## src/rtl/ptp_clock_control_map.svh

```systemverilog
// register offsets, field positions and timing constants of the precision clock control
// Function
// - step-adjust bit adds or subtracts the nanosecond value from the clock, then self-clears
// - step direction one means add, zero means subtract
// - snapshot bit captures live time into the time registers, then self-clears
// - load bit copies the time registers into the live clock, then self-clears
// - continuous adjust shifts frequency by rate every 25 MHz cycle, direction selectable
// - continuous-adjust bit at zero means no frequency adjustment
// - clock enable resets to one; zero freezes the clock
// - clock-reset bit resets the clock and self-clears
// - nanosecond low word holds bits 15:0, read and write
// - nanosecond high word bits 15:14 are unused
// - nanosecond high word bits 13:0 hold nanosecond bits 29:16
// - seconds are 32 bits split in low and high 16-bit words
// - sub-phase gives 8 ns slot in 40 ns; cleared by any time register write
// - rate in units of 2^-32 ns, applied per 40 ns; zero disables
`ifndef PTP_CLOCK_CONTROL_MAP_SVH
`define PTP_CLOCK_CONTROL_MAP_SVH
// ==========================================
// register offsets
`define OFS_CTL 11'h600
`define OFS_NSL 11'h604
`define OFS_NSH 11'h606
`define OFS_SL 11'h608
`define OFS_SH 11'h60A
`define OFS_PHASE 11'h60C
`define OFS_RATE_L 11'h610
`define OFS_RATE_H 11'h612
// ==========================================
// control bit positions
`define BIT_STEP_GO 6
`define BIT_STEP_DIR 5
`define BIT_SNAP_GO 4
`define BIT_LOAD_GO 3
`define BIT_CONT_EN 2
`define BIT_RUN_EN 1
`define BIT_RST_GO 0
`define BIT_RATE_DIR 15
`define RUN_EN_RESET 1'h1
// ==========================================
// timing
`define CLK_PERIOD_NS 8
`define REF_PERIOD_NS 40
`define PHASE_LAST 3'((`REF_PERIOD_NS / `CLK_PERIOD_NS) - 1)
`define NS_PER_TICK 31'(`REF_PERIOD_NS)
`define NS_WRAP 31'h3B9ACA00
`endif

```

## src/rtl/ptp_clock_control_pkg.sv

```systemverilog
// types shared by the precision clock control
package ptp_clock_control_pkg;
	typedef logic [31:0] sec_t;
	typedef logic [29:0] nsec_t;
	typedef logic [2:0] phase_t;
	typedef logic [29:0] rate_t;
endpackage

```

## src/rtl/ptp_clock_control.sv

```systemverilog
// precision time clock: control register, live time, shadow time and rate adjust
`timescale 1ns/100ps
`default_nettype none
`include "ptp_clock_control_map.svh"
module ptp_clock_control
	import ptp_clock_control_pkg::*;
(
	input wire logic core_clk,
	input wire logic sys_rst,
	input wire logic [10:0] reg_addr,
	input wire logic reg_wr,
	input wire logic reg_rd,
	input wire logic [15:0] reg_wdata,
	output logic [15:0] reg_rdata,
	output sec_t live_seconds,
	output nsec_t live_nanoseconds,
	output phase_t live_sub_phase
);

// ==========================================
// control register
logic step_go_reg;
logic step_dir_reg;
logic snap_go_reg;
logic load_go_reg;
logic cont_en_reg;
logic run_en_reg;
logic rst_go_reg;
logic wr_ctl;

assign wr_ctl = reg_wr && (reg_addr == `OFS_CTL);

// go bits live exactly one cycle: set by the write, cleared as the action lands
always_ff @(posedge core_clk)
begin
	if (sys_rst)
	begin
		step_go_reg <= 1'b0;
		snap_go_reg <= 1'b0;
		load_go_reg <= 1'b0;
		rst_go_reg <= 1'b0;
	end
	else
	begin
		step_go_reg <= wr_ctl && reg_wdata[`BIT_STEP_GO];
		snap_go_reg <= wr_ctl && reg_wdata[`BIT_SNAP_GO];
		load_go_reg <= wr_ctl && reg_wdata[`BIT_LOAD_GO];
		rst_go_reg <= wr_ctl && reg_wdata[`BIT_RST_GO];
	end
end

always_ff @(posedge core_clk)
begin
	if (sys_rst)
	begin
		step_dir_reg <= 1'b0;
		cont_en_reg <= 1'b0;
		run_en_reg <= `RUN_EN_RESET;
	end
	else if (wr_ctl)
	begin
		step_dir_reg <= reg_wdata[`BIT_STEP_DIR];
		cont_en_reg <= reg_wdata[`BIT_CONT_EN];
		run_en_reg <= reg_wdata[`BIT_RUN_EN];
	end
end

// ==========================================
// rate registers
logic [15:0] rate_lo_reg;
logic [13:0] rate_hi_reg;
logic rate_dir_reg;
rate_t rate;

assign rate = {rate_hi_reg, rate_lo_reg};

always_ff @(posedge core_clk)
begin
	if (sys_rst)
	begin
		rate_lo_reg <= 16'h0000;
		rate_hi_reg <= 14'h0000;
		rate_dir_reg <= 1'b0;
	end
	else if (reg_wr && (reg_addr == `OFS_RATE_L))
		rate_lo_reg <= reg_wdata;
	else if (reg_wr && (reg_addr == `OFS_RATE_H))
	begin
		rate_hi_reg <= reg_wdata[13:0];
		rate_dir_reg <= reg_wdata[`BIT_RATE_DIR];
	end
end

// ==========================================
// shadow time registers seen by the host
sec_t sec_sh_reg;
nsec_t ns_sh_reg;
phase_t ph_sh_reg;
sec_t sec_reg;
nsec_t ns_reg;
phase_t ph_reg;
logic wr_time;

assign wr_time = reg_wr && ((reg_addr == `OFS_NSL) || (reg_addr == `OFS_NSH)
	|| (reg_addr == `OFS_SL) || (reg_addr == `OFS_SH));

// snapshot wins over a host write in the same cycle
always_ff @(posedge core_clk)
begin
	if (sys_rst)
	begin
		sec_sh_reg <= 32'h0000_0000;
		ns_sh_reg <= 30'h0000_0000;
		ph_sh_reg <= 3'h0;
	end
	else if (snap_go_reg)
	begin
		sec_sh_reg <= sec_reg;
		ns_sh_reg <= ns_reg;
		ph_sh_reg <= ph_reg;
	end
	else if (reg_wr)
	begin
		if (reg_addr == `OFS_NSL)
			ns_sh_reg[15:0] <= reg_wdata;
		if (reg_addr == `OFS_NSH)
			ns_sh_reg[29:16] <= reg_wdata[13:0];
		if (reg_addr == `OFS_SL)
			sec_sh_reg[15:0] <= reg_wdata;
		if (reg_addr == `OFS_SH)
			sec_sh_reg[31:16] <= reg_wdata;
		if (wr_time)
			ph_sh_reg <= 3'h0;
		else if (reg_addr == `OFS_PHASE)
			ph_sh_reg <= reg_wdata[2:0];
	end
end

// ==========================================
// rate accumulator and advance
logic [31:0] frac_reg;
logic [32:0] frac_sum;
logic tick;
logic adj_on;
logic carry;
logic [30:0] adv_ns;
logic [30:0] step_add;
logic step_borrow;
logic [30:0] step_sub;

assign tick = run_en_reg && (ph_reg == `PHASE_LAST);
assign adj_on = cont_en_reg && (rate != 30'h0000_0000);
// fraction in 2^-32 ns; a wrap of it is one whole nanosecond
assign frac_sum = rate_dir_reg ? ({1'b0, frac_reg} - {3'h0, rate})
	: ({1'b0, frac_reg} + {3'h0, rate});
assign carry = adj_on && frac_sum[32];
assign adv_ns = {1'b0, ns_reg} + `NS_PER_TICK + {30'h0, carry && !rate_dir_reg}
	- {30'h0, carry && rate_dir_reg};
assign step_add = {1'b0, ns_reg} + {1'b0, ns_sh_reg};
assign step_borrow = ns_sh_reg > ns_reg;
// a borrowed second puts the difference back into range
assign step_sub = {1'b0, ns_reg} - {1'b0, ns_sh_reg} + (step_borrow ? `NS_WRAP : 31'h0);

always_ff @(posedge core_clk)
begin
	if (sys_rst)
		frac_reg <= 32'h0000_0000;
	else if (tick && adj_on)
		frac_reg <= frac_sum[31:0];
end

// ==========================================
// live clock
sec_t sec_next;
nsec_t ns_next;
phase_t ph_next;

always_comb
begin
	sec_next = sec_reg;
	ns_next = ns_reg;
	ph_next = ph_reg;
	if (run_en_reg)
	begin
		ph_next = tick ? 3'h0 : 3'(ph_reg + 3'h1);
		if (tick)
		begin
			if (adv_ns >= `NS_WRAP)
			begin
				ns_next = 30'(adv_ns - `NS_WRAP);
				sec_next = sec_reg + 32'h1;
			end
			else
				ns_next = adv_ns[29:0];
		end
	end
	if (rst_go_reg)
	begin
		sec_next = 32'h0000_0000;
		ns_next = 30'h0000_0000;
		ph_next = 3'h0;
	end
	else if (load_go_reg)
	begin
		sec_next = sec_sh_reg;
		ns_next = ns_sh_reg;
		ph_next = ph_sh_reg;
	end
	else if (step_go_reg && step_dir_reg)
	begin
		if (step_add >= `NS_WRAP)
		begin
			ns_next = 30'(step_add - `NS_WRAP);
			sec_next = sec_reg + 32'h1;
		end
		else
			ns_next = step_add[29:0];
	end
	else if (step_go_reg)
	begin
		ns_next = step_sub[29:0];
		sec_next = step_borrow ? sec_reg - 32'h1 : sec_reg;
	end
end

always_ff @(posedge core_clk)
begin
	if (sys_rst)
	begin
		sec_reg <= 32'h0000_0000;
		ns_reg <= 30'h0000_0000;
		ph_reg <= 3'h0;
	end
	else
	begin
		sec_reg <= sec_next;
		ns_reg <= ns_next;
		ph_reg <= ph_next;
	end
end

assign live_seconds = sec_reg;
assign live_nanoseconds = ns_reg;
assign live_sub_phase = ph_reg;

// ==========================================
// read back, one cycle after the read strobe
always_ff @(posedge core_clk)
begin
	if (sys_rst)
		reg_rdata <= 16'h0000;
	else if (reg_rd)
	begin
		case (reg_addr)
			`OFS_CTL: reg_rdata <= {9'h000, step_go_reg, step_dir_reg, snap_go_reg,
				load_go_reg, cont_en_reg, run_en_reg, rst_go_reg};
			`OFS_NSL: reg_rdata <= ns_sh_reg[15:0];
			`OFS_NSH: reg_rdata <= {2'h0, ns_sh_reg[29:16]};
			`OFS_SL: reg_rdata <= sec_sh_reg[15:0];
			`OFS_SH: reg_rdata <= sec_sh_reg[31:16];
			`OFS_PHASE: reg_rdata <= {13'h0000, ph_sh_reg};
			`OFS_RATE_L: reg_rdata <= rate_lo_reg;
			`OFS_RATE_H: reg_rdata <= {rate_dir_reg, 1'b0, rate_hi_reg};
			default: reg_rdata <= 16'h0000;
		endcase
	end
end

// ==========================================
// checks
logic no_go;
logic plain_tick;

assign no_go = !(step_go_reg || load_go_reg || rst_go_reg);
assign plain_tick = tick && no_go && ({1'b0, ns_reg} + `NS_PER_TICK + 31'h1 < `NS_WRAP);

a_step_clears:
assert property (@(posedge core_clk) disable iff (sys_rst)
	step_go_reg |=> !step_go_reg)
	else $error("step go bit did not self-clear");

a_step_add_dir:
assert property (@(posedge core_clk) disable iff (sys_rst)
	step_go_reg && step_dir_reg && !load_go_reg && !rst_go_reg && (step_add < `NS_WRAP)
	|=> ns_reg == 30'($past(ns_reg) + $past(ns_sh_reg)))
	else $error("step add gave wrong nanoseconds");

a_snap_capture:
assert property (@(posedge core_clk) disable iff (sys_rst)
	snap_go_reg |=> (ns_sh_reg == $past(ns_reg)) && (sec_sh_reg == $past(sec_reg)))
	else $error("snapshot did not capture live time");

a_load_copy:
assert property (@(posedge core_clk) disable iff (sys_rst)
	load_go_reg && !rst_go_reg
	|=> (ns_reg == $past(ns_sh_reg)) && (sec_reg == $past(sec_sh_reg)))
	else $error("load did not copy shadow time");

a_adj_rate:
assert property (@(posedge core_clk) disable iff (sys_rst)
	plain_tick && adj_on && !rate_dir_reg
	|=> (ns_reg == 30'($past(ns_reg) + 30'h28)) || (ns_reg == 30'($past(ns_reg) + 30'h29)))
	else $error("adjusted tick out of range");

a_adj_off:
assert property (@(posedge core_clk) disable iff (sys_rst)
	plain_tick && !cont_en_reg |=> ns_reg == 30'($past(ns_reg) + 30'h28) ##0 $stable(frac_reg))
	else $error("adjustment applied while disabled");

a_clock_frozen:
assert property (@(posedge core_clk) disable iff (sys_rst)
	!run_en_reg && no_go |=> $stable(ns_reg) && $stable(ph_reg) && $stable(sec_reg))
	else $error("frozen clock moved");

a_reset_clear:
assert property (@(posedge core_clk) disable iff (sys_rst)
	rst_go_reg |=> (ns_reg == 30'h0) && (sec_reg == 32'h0) && (ph_reg == 3'h0))
	else $error("clock reset did not clear time");

a_nsh_read:
assert property (@(posedge core_clk) disable iff (sys_rst)
	reg_rd && (reg_addr == `OFS_NSH)
	|=> (reg_rdata[15:14] == 2'h0) && (reg_rdata[13:0] == $past(ns_sh_reg[29:16])))
	else $error("nanosecond high word read wrong");

a_phase_wrclr:
assert property (@(posedge core_clk) disable iff (sys_rst)
	wr_time && !snap_go_reg |=> ph_sh_reg == 3'h0)
	else $error("time write left sub-phase set");

a_wrap_carry:
assert property (@(posedge core_clk) disable iff (sys_rst)
	tick && no_go && !adj_on && (adv_ns >= `NS_WRAP)
	|=> sec_reg == $past(sec_reg) + 32'h1)
	else $error("nanosecond wrap missed carry");

endmodule
`default_nettype wire

```

## config.mk

```make
export PLATFORM = sky130hd
export DESIGN_NAME = ptp_clock_control
export DESIGN_NICKNAME = d
export VERILOG_FILES = /design/src/rtl/ptp_clock_control_pkg.sv /design/src/rtl/ptp_clock_control.sv
export VERILOG_INCLUDE_DIRS = /design/src /design/src/rtl
export SDC_FILE = /design/constraint.sdc
export NUM_CORES = 1
export LEC_CHECK = 0
export BUFFER_PORTS_ARGS = -buffer_cell sky130_fd_sc_hd__buf_4
export CELL_PAD_IN_SITES_DETAIL_PLACEMENT = 2
export CELL_PAD_IN_SITES_GLOBAL_PLACEMENT = 2
export CORE_MARGIN = 4
export CORE_UTILIZATION = 40
export CTS_BUF_LIST = sky130_fd_sc_hd__clkbuf_16
export DETAILED_ROUTE_END_ITERATION = 10
export GPL_ROUTABILITY_DRIVEN = 0
export PLACE_DENSITY = 0.95
export SETUP_SLACK_MARGIN = 0.05
export SKIP_CTS_REPAIR_TIMING = 1
export SLEW_MARGIN = 20
export SYNTH_ARGS = -nofsm -noshare
export SYNTH_HDL_FRONTEND = slang
export SYNTH_SLANG_ARGS = --single-unit
```

## constraint.sdc

```tcl
create_clock -name core_clk -period 13.5 [get_ports core_clk]
set_clock_uncertainty 0.15 [all_clocks]
set_input_delay 2.7 -clock core_clk [delete_from_list [all_inputs] [get_ports core_clk]]
set_output_delay 2.7 -clock core_clk [all_outputs]
set_load 0.02 [all_outputs]
```

**Word level (Yosys, flattened, before mapping)**

Cells that the tools add are included.
W data, S select, Z words.

- Flip-flop bits (word level): 216
- Input bits: 31
- Word-level logic and storage cells: 117
- Output and inout bits: 81

- $lt $le $gt $ge: 3
- Reductions and logical operators: 37
- Equal/unequal tests: 10
- Add/sub/neg operators: 13
- Muxes and demuxes: 33
- Bitwise gates (word level): 1

Operator list:

| cell | number |
|---|---|
| $mux W32 | 10 |
| $mux W30 | 10 |
| $pmux W16 S8 | 1 |
| $eq A11 B11 Y1 const B | 8 |
| $ge A31 B30 Y1 const B | 2 |
| $sub A30 B30 Y30 const B | 2 |
| $mux W16 | 3 |
| $add A32 B30 Y33 | 1 |
| $mux W33 | 1 |
| $sub A32 B30 Y33 | 1 |
| $add A32 B1 Y32 const B | 1 |
| $sub A32 B1 Y32 const B | 1 |
| $add A30 B30 Y31 | 1 |
| $add A30 B6 Y31 const B | 1 |
| $add A31 B1 Y31 | 1 |
| $sub A31 B1 Y31 | 1 |
| $add A30 B30 Y30 | 1 |
| $gt A30 B30 Y1 | 1 |
| $reduce_bool A30 Y1 | 1 |
| $sub A30 B30 Y30 | 1 |
| $mux W3 | 7 |
| $logic_and A1 B1 Y1 | 15 |
| $mux W14 | 1 |
| $reduce_and A2 Y1 | 7 |
| other kinds (10) | 18 |

**Depth between registers and ports, before layout**

- Depth after elaboration: 13
- Depth in mapped cells: 39

**Worst setup path after synthesis**

Ideal clock, no wire load.

- Path kind: reg-to-reg
- From: register rate_dir_reg
- To: register sec_reg[4], in the netlist live_seconds[4]
- Required time: 13.231 ns
- Slack: 5.672 ns
- Data arrival time: 7.560 ns
- Stages on the path, launching flop included: 35
- Buffers on the path: 3
- Cell sequence: dfxtp_1 > clkbuf_1 > clkbuf_1 > mux2i_1 > fa_1 > a21o_1 > a21oi_1 > o21bai_1 > a21oi_1 > o21bai_1 > a221o_1 > a21oi_1 > a311oi_1 > a311oi_1 > o21ai_0 > a21o_1 > a21oi_1 > xor2_1 > nor2_1 > ha_1 > fa_1 > a211oi_1 > nor4_1 > o211ai_1 > a21oi_1 > a211oi_1 > xor2_1 > o2111a_1 > a221oi_1 > a31oi_1 > o21a_1 > buf_2 > nor4b_2 > o31a_1 > o221a_2

- Longest elaborated chain between the ends: 12
- Elaborated cells between the ends (all ways): 15
- Those cells by class: add/sub (2); order compare (1); mux (8); reduce/logical (4)

Ends and longest elaborated chain:

| element | line | source |
|---|---|---|
| start: declaration | ptp_clock_control.sv:72 | `logic rate_dir_reg;` |
| start signal: assignment | ptp_clock_control.sv:90 | `` rate_dir_reg <= reg_wdata[`BIT_RATE_DIR]; `` |
| $mux W33 | ptp_clock_control.sv:154 | `assign frac_sum = rate_dir_reg ? ({1'b0, frac_reg} - {3'h0, rate})` |
| $logic_and A1 B1 Y1 | ptp_clock_control.sv:156 | `assign carry = adj_on && frac_sum[32];` |
| $logic_and A1 B1 Y1 | ptp_clock_control.sv:157 | `` assign adv_ns = {1'b0, ns_reg} + `NS_PER_TICK + {30'h0, carry && !rate_dir_reg} `` |
| $add A31 B1 Y31 | ptp_clock_control.sv:157 |  |
| $sub A31 B1 Y31 * | ptp_clock_control.sv:157 |  |
| $ge A31 B30 Y1 (no line) * | -- |  |
| $mux W32 * | ptp_clock_control.sv:188 | `` if (adv_ns >= `NS_WRAP) `` |
| $mux W32 * | ptp_clock_control.sv:186 | `if (tick)` |
| $mux W32 * | ptp_clock_control.sv:183 | `if (run_en_reg)` |
| $mux W32, on equally long branches | ptp_clock_control.sv:219, ptp_clock_control.sv:211 |  |
| $mux W32 * | ptp_clock_control.sv:209 | `else if (step_go_reg && step_dir_reg)` |
| $mux W32 * | ptp_clock_control.sv:203 | `else if (load_go_reg)` |
| end signal: assignment | ptp_clock_control.sv:236 | `sec_reg <= sec_next;` |
| end: declaration | ptp_clock_control.sv:99 | `sec_t sec_reg;` |

Every way passes the cells marked *; elsewhere a longest branch is shown, timed or not.
A chain may end at the register's enable or synchronous reset.

**Final worst setup path**

- From: register rate_lo_reg[10]
- To: register sec_reg[26], in the netlist live_seconds[26]

- Longest elaborated chain between the ends: 13
- Elaborated cells between the ends (all ways): 18
- Those cells by class: add/sub (4); order compare (1); mux (8); reduce/logical (5)

Ends and longest elaborated chain:

| element | line | source |
|---|---|---|
| start: declaration | ptp_clock_control.sv:70 | `logic [15:0] rate_lo_reg;` |
| start signal: assignment | ptp_clock_control.sv:86 | `rate_lo_reg <= reg_wdata;` |
| $add A32 B30 Y33 (tied with other cells) | ptp_clock_control.sv:155 | `: ({1'b0, frac_reg} + {3'h0, rate});` |
| $mux W33 / $logic_and A1 B1 Y1 (equally long branches) | ptp_clock_control.sv:154, ptp_clock_control.sv:152 |  |
| $logic_and A1 B1 Y1 * | ptp_clock_control.sv:156 |  |
| $logic_and A1 B1 Y1 | ptp_clock_control.sv:157 |  |
| $add A31 B1 Y31 | ptp_clock_control.sv:157 |  |
| $sub A31 B1 Y31 * | ptp_clock_control.sv:157 |  |
| $ge A31 B30 Y1 (no line) * | -- |  |
| $mux W32 * | ptp_clock_control.sv:188 |  |
| $mux W32 * | ptp_clock_control.sv:186 |  |
| $mux W32 * | ptp_clock_control.sv:183 |  |
| $mux W32, on equally long branches | ptp_clock_control.sv:219, ptp_clock_control.sv:211 |  |
| $mux W32 * | ptp_clock_control.sv:209 |  |
| $mux W32 * | ptp_clock_control.sv:203 |  |

Marks and branches as above.

==> metrics.md <==
| Metric | Value |
|---|---|
| Status | `finished clean` |
| Router iterations before antenna repair | `7` |
| CP max stage cell | `a2111oi_1` |
| Final Total Pwr | `3.42 mW` |
| Top post-synthesis cells by area | `dfxtp_1, ha_1, a21oi_1` |
| Synth unique cells | `91` |
| CTS tree | `done` |
| Leak Pwr | `9.36 nW` |
| Worst vdd ir | `0.102 mV` |
| Max Fclk | `0.0840 GHz` |
| CP Max Fanout | `20` |
| Vias per cell | `7.54` |
| 1st-iter DRT viols | `3608` |
| Post-synthesis register bit count | `216` |
| Grt ovf | `0` |
| Post-synthesis to final-layout area growth | `10.9%` |
| RR Startpoint | `rate_lo_reg[10]` |
| Synth Flop Type | `dfxtp_1` |
| H-tree depth | `1` |
| GRT Total Usage | `0.453` |
| Number of global-route vias before repair | `29848` |
| Final hold violations | `0` |
| Area leader, netlist | `dfxtp_1` |
| Share of post-route cells with drive strength above 1 | `0.0837` |
| Hold path start | `frac_reg[5]` |
| Clock root buffer | `clkbuf_16` |
| WHS Endpoint | `frac_reg[5]` |
| Multi-input gate area | `15600 sq um` |
| Area share of the largest cell type after synthesis | `0.204` |
| Met1 usage | `0.495` |
| Final period utilization | `0.882` |
| Sequential-to-total area share from yosys stat | `0.204` |
| Final HPWL DP | `84500 microns` |
| Die H | `238 microns` |
| Slew headroom | `0.240` |
| Initial core utilization | `0.403` |
| Synth warn | `0` |
| Synth Cell Area | `21200 sq um` |
| Maximum clock path buffer count | `3` |
| Fin. max-slew vios | `0` |
| Crit path required time | `13800 ps` |
| Post-layout nets | `3128` |
| Die Area | `56600 sq um` |
| Critical setup path kind | `flip-flop to flip-flop` |
| Top cells by count, synth | `a21oi_1, nand2_1, nor2_1, dfxtp_1, ha_1` |
| Type of the worst min-delay path | `flip-flop to flip-flop` |
| Worst Max-Slew Pin Slew | `1130 ps` |
| Clk slew on worst S/H paths | `70 ps` |
| First-pass GRT wire length | `199000 microns` |
| Busiest grt layer | `met2` |
| Gate Count Post-Synth | `2921` |
| Initial antenna violation count | `12` |
| PortBufs | `111` |
| Avg Cell Area, Syn | `7.24 sq um` |
| CP most frequent cell | `a21oi_1` |
| Total clock buffers created by CTS | `29` |
| Core area | `52400 sq um` |
| Total power per unit cell area | `146 nW/um^2` |
| Width of the die | `238 microns` |
| Arr. time, crit path | `12210 ps` |
| Fin Hold WS | `314 ps` |
| Clk_lat worst skew | `630 ps` |
| Cell count of the worst hold path | `2` |
| M2 GR Usage | `0.716` |
| Rows | `84` |
| RSZ-0062 raised after global routing | `false` |
| Max Cap Viol | `0` |
| Antenna-violating nets left | `0` |
| Reg-to-reg critical path endpoint | `live_seconds[26]` |
| Peak per-stage delay on the critical path | `930 ps` |
| Post-Route Utilization | `0.448` |
| Slack of the critical path | `1590 ps` |
| Critical path origin | `rate_lo_reg[10]` |
| WL final | `135000 microns` |
| Worst setup EP type | `flip-flop` |
| Pre-CTS WS | `2890 ps` |
| Count of final setup violators | `0` |
| Largest net degree at the start of global routing | `93` |
| Avg WL per Cell | `37.2 microns` |
| Clock sink total | `216` |
| Syn nets | `3144` |
| Count leader, synth | `a21oi_1` |
| Setup slack, reg-to-reg | `1590 ps` |
| CP startpoint kind | `flip-flop` |
| M3 GR Usage | `0.132` |
| Reg2Reg Depth | `34` |
| EDFF count, synth | `0` |
| DRC violations left | `0` |
| Setup TNS | `0 ps` |
| Via count | `27313` |
| Storage element area | `4330 sq um` |
| Asr flop ratio synth | `0` |
| Filler cell count | `5941` |
| IO Count | `112` |
| Tmin final | `11910 ps` |
==> how the worst max path moves through the flow <==
stage                            end  cells after the start
floorplan            live_seconds[4]                     34
global placement    live_seconds[20]                     36
detailed placement  live_seconds[26]                     34
CTS                 live_seconds[26]                     34
global route        live_seconds[26]                     35
finish              live_seconds[26]                     34
==> stage by stage <==
stage,cell area (sq um),std cells
after floorplan,21200,2921
after global placement,22400,3562
after detailed placement,22400,3562
after CTS,23400,3616
after global routing,23500,3616
final,23500,3621
==> where the power goes <==
part	leakage (nW)	internal [mW]	switching (mW)
Clock	0.526	0.545	0.397
Sequential	1.74	0.642	0.0143
Combinational	7.10	0.596	1.22
Total	9.36	1.78	1.63
==> critical path: cells and delay by family (launching register included) <==
kind,cells,cell delay (ps)
XOR/XNOR,3,590
adder cells (fa/ha/maj),2,680
flip-flops,1,410
AND/OR/NAND/NOR,11,4350
AO/OA/AOI/OAI,18,5540
==> placed cells by master (no fill, tap or decap), types with 53 or more instances in the layout <==
master	n
buf_4	142
a21oi_1	305
nor3_1	65
xor2_1	53
dfxtp_1	213
inv_1	147
and3_1	58
xnor2_1	145
ha_1	176
nand3_1	98
nand2_1	293
nor2_1	255
a211oi_1	109
o21ai_0	145
==> layer usage <==
metal | share of wire | wire length [microns] | up-vias
met5 | 0.00031 | 42 | -
met3 | 0.10 | 14100 | 1115
met2 | 0.44 | 59300 | 2289
met1 | 0.34 | 46000 | 13309
met4 | 0.11 | 15200 | 6
li1 | - | - | 10594
==> cells by family (layout without fill, tap and decap cells) <==
| group | after synthesis | count (layout) | share of synthesized area |
|---|---|---|---|
| simple gates | 1007 | 1007 | 0.228 |
| mux | 19 | 19 | 0.00922 |
| compound gates | 954 | 954 | 0.296 |
| other cells | 0 | 5 | 0 |
| fa+ha+maj | 192 | 192 | 0.119 |
| xor+xnor | 198 | 198 | 0.0819 |
| flops | 216 | 216 | 0.204 |
| buf+inv | 335 | 342 | 0.0606 |
==> layout make-up <==
class	count	share of cell area
Antenna cell	5	0.000533
Clock buffer	29	0.0309
Clock inverter	25	0.0143
Inverter	146	0.0234
Multi-Input combinational cell	2370	0.664
Sequential cell	216	0.185
Tap cell	688	0.0367
Timing Repair Buffer	142	0.0454
Note: power is estimated with default switching activity, not from simulation.
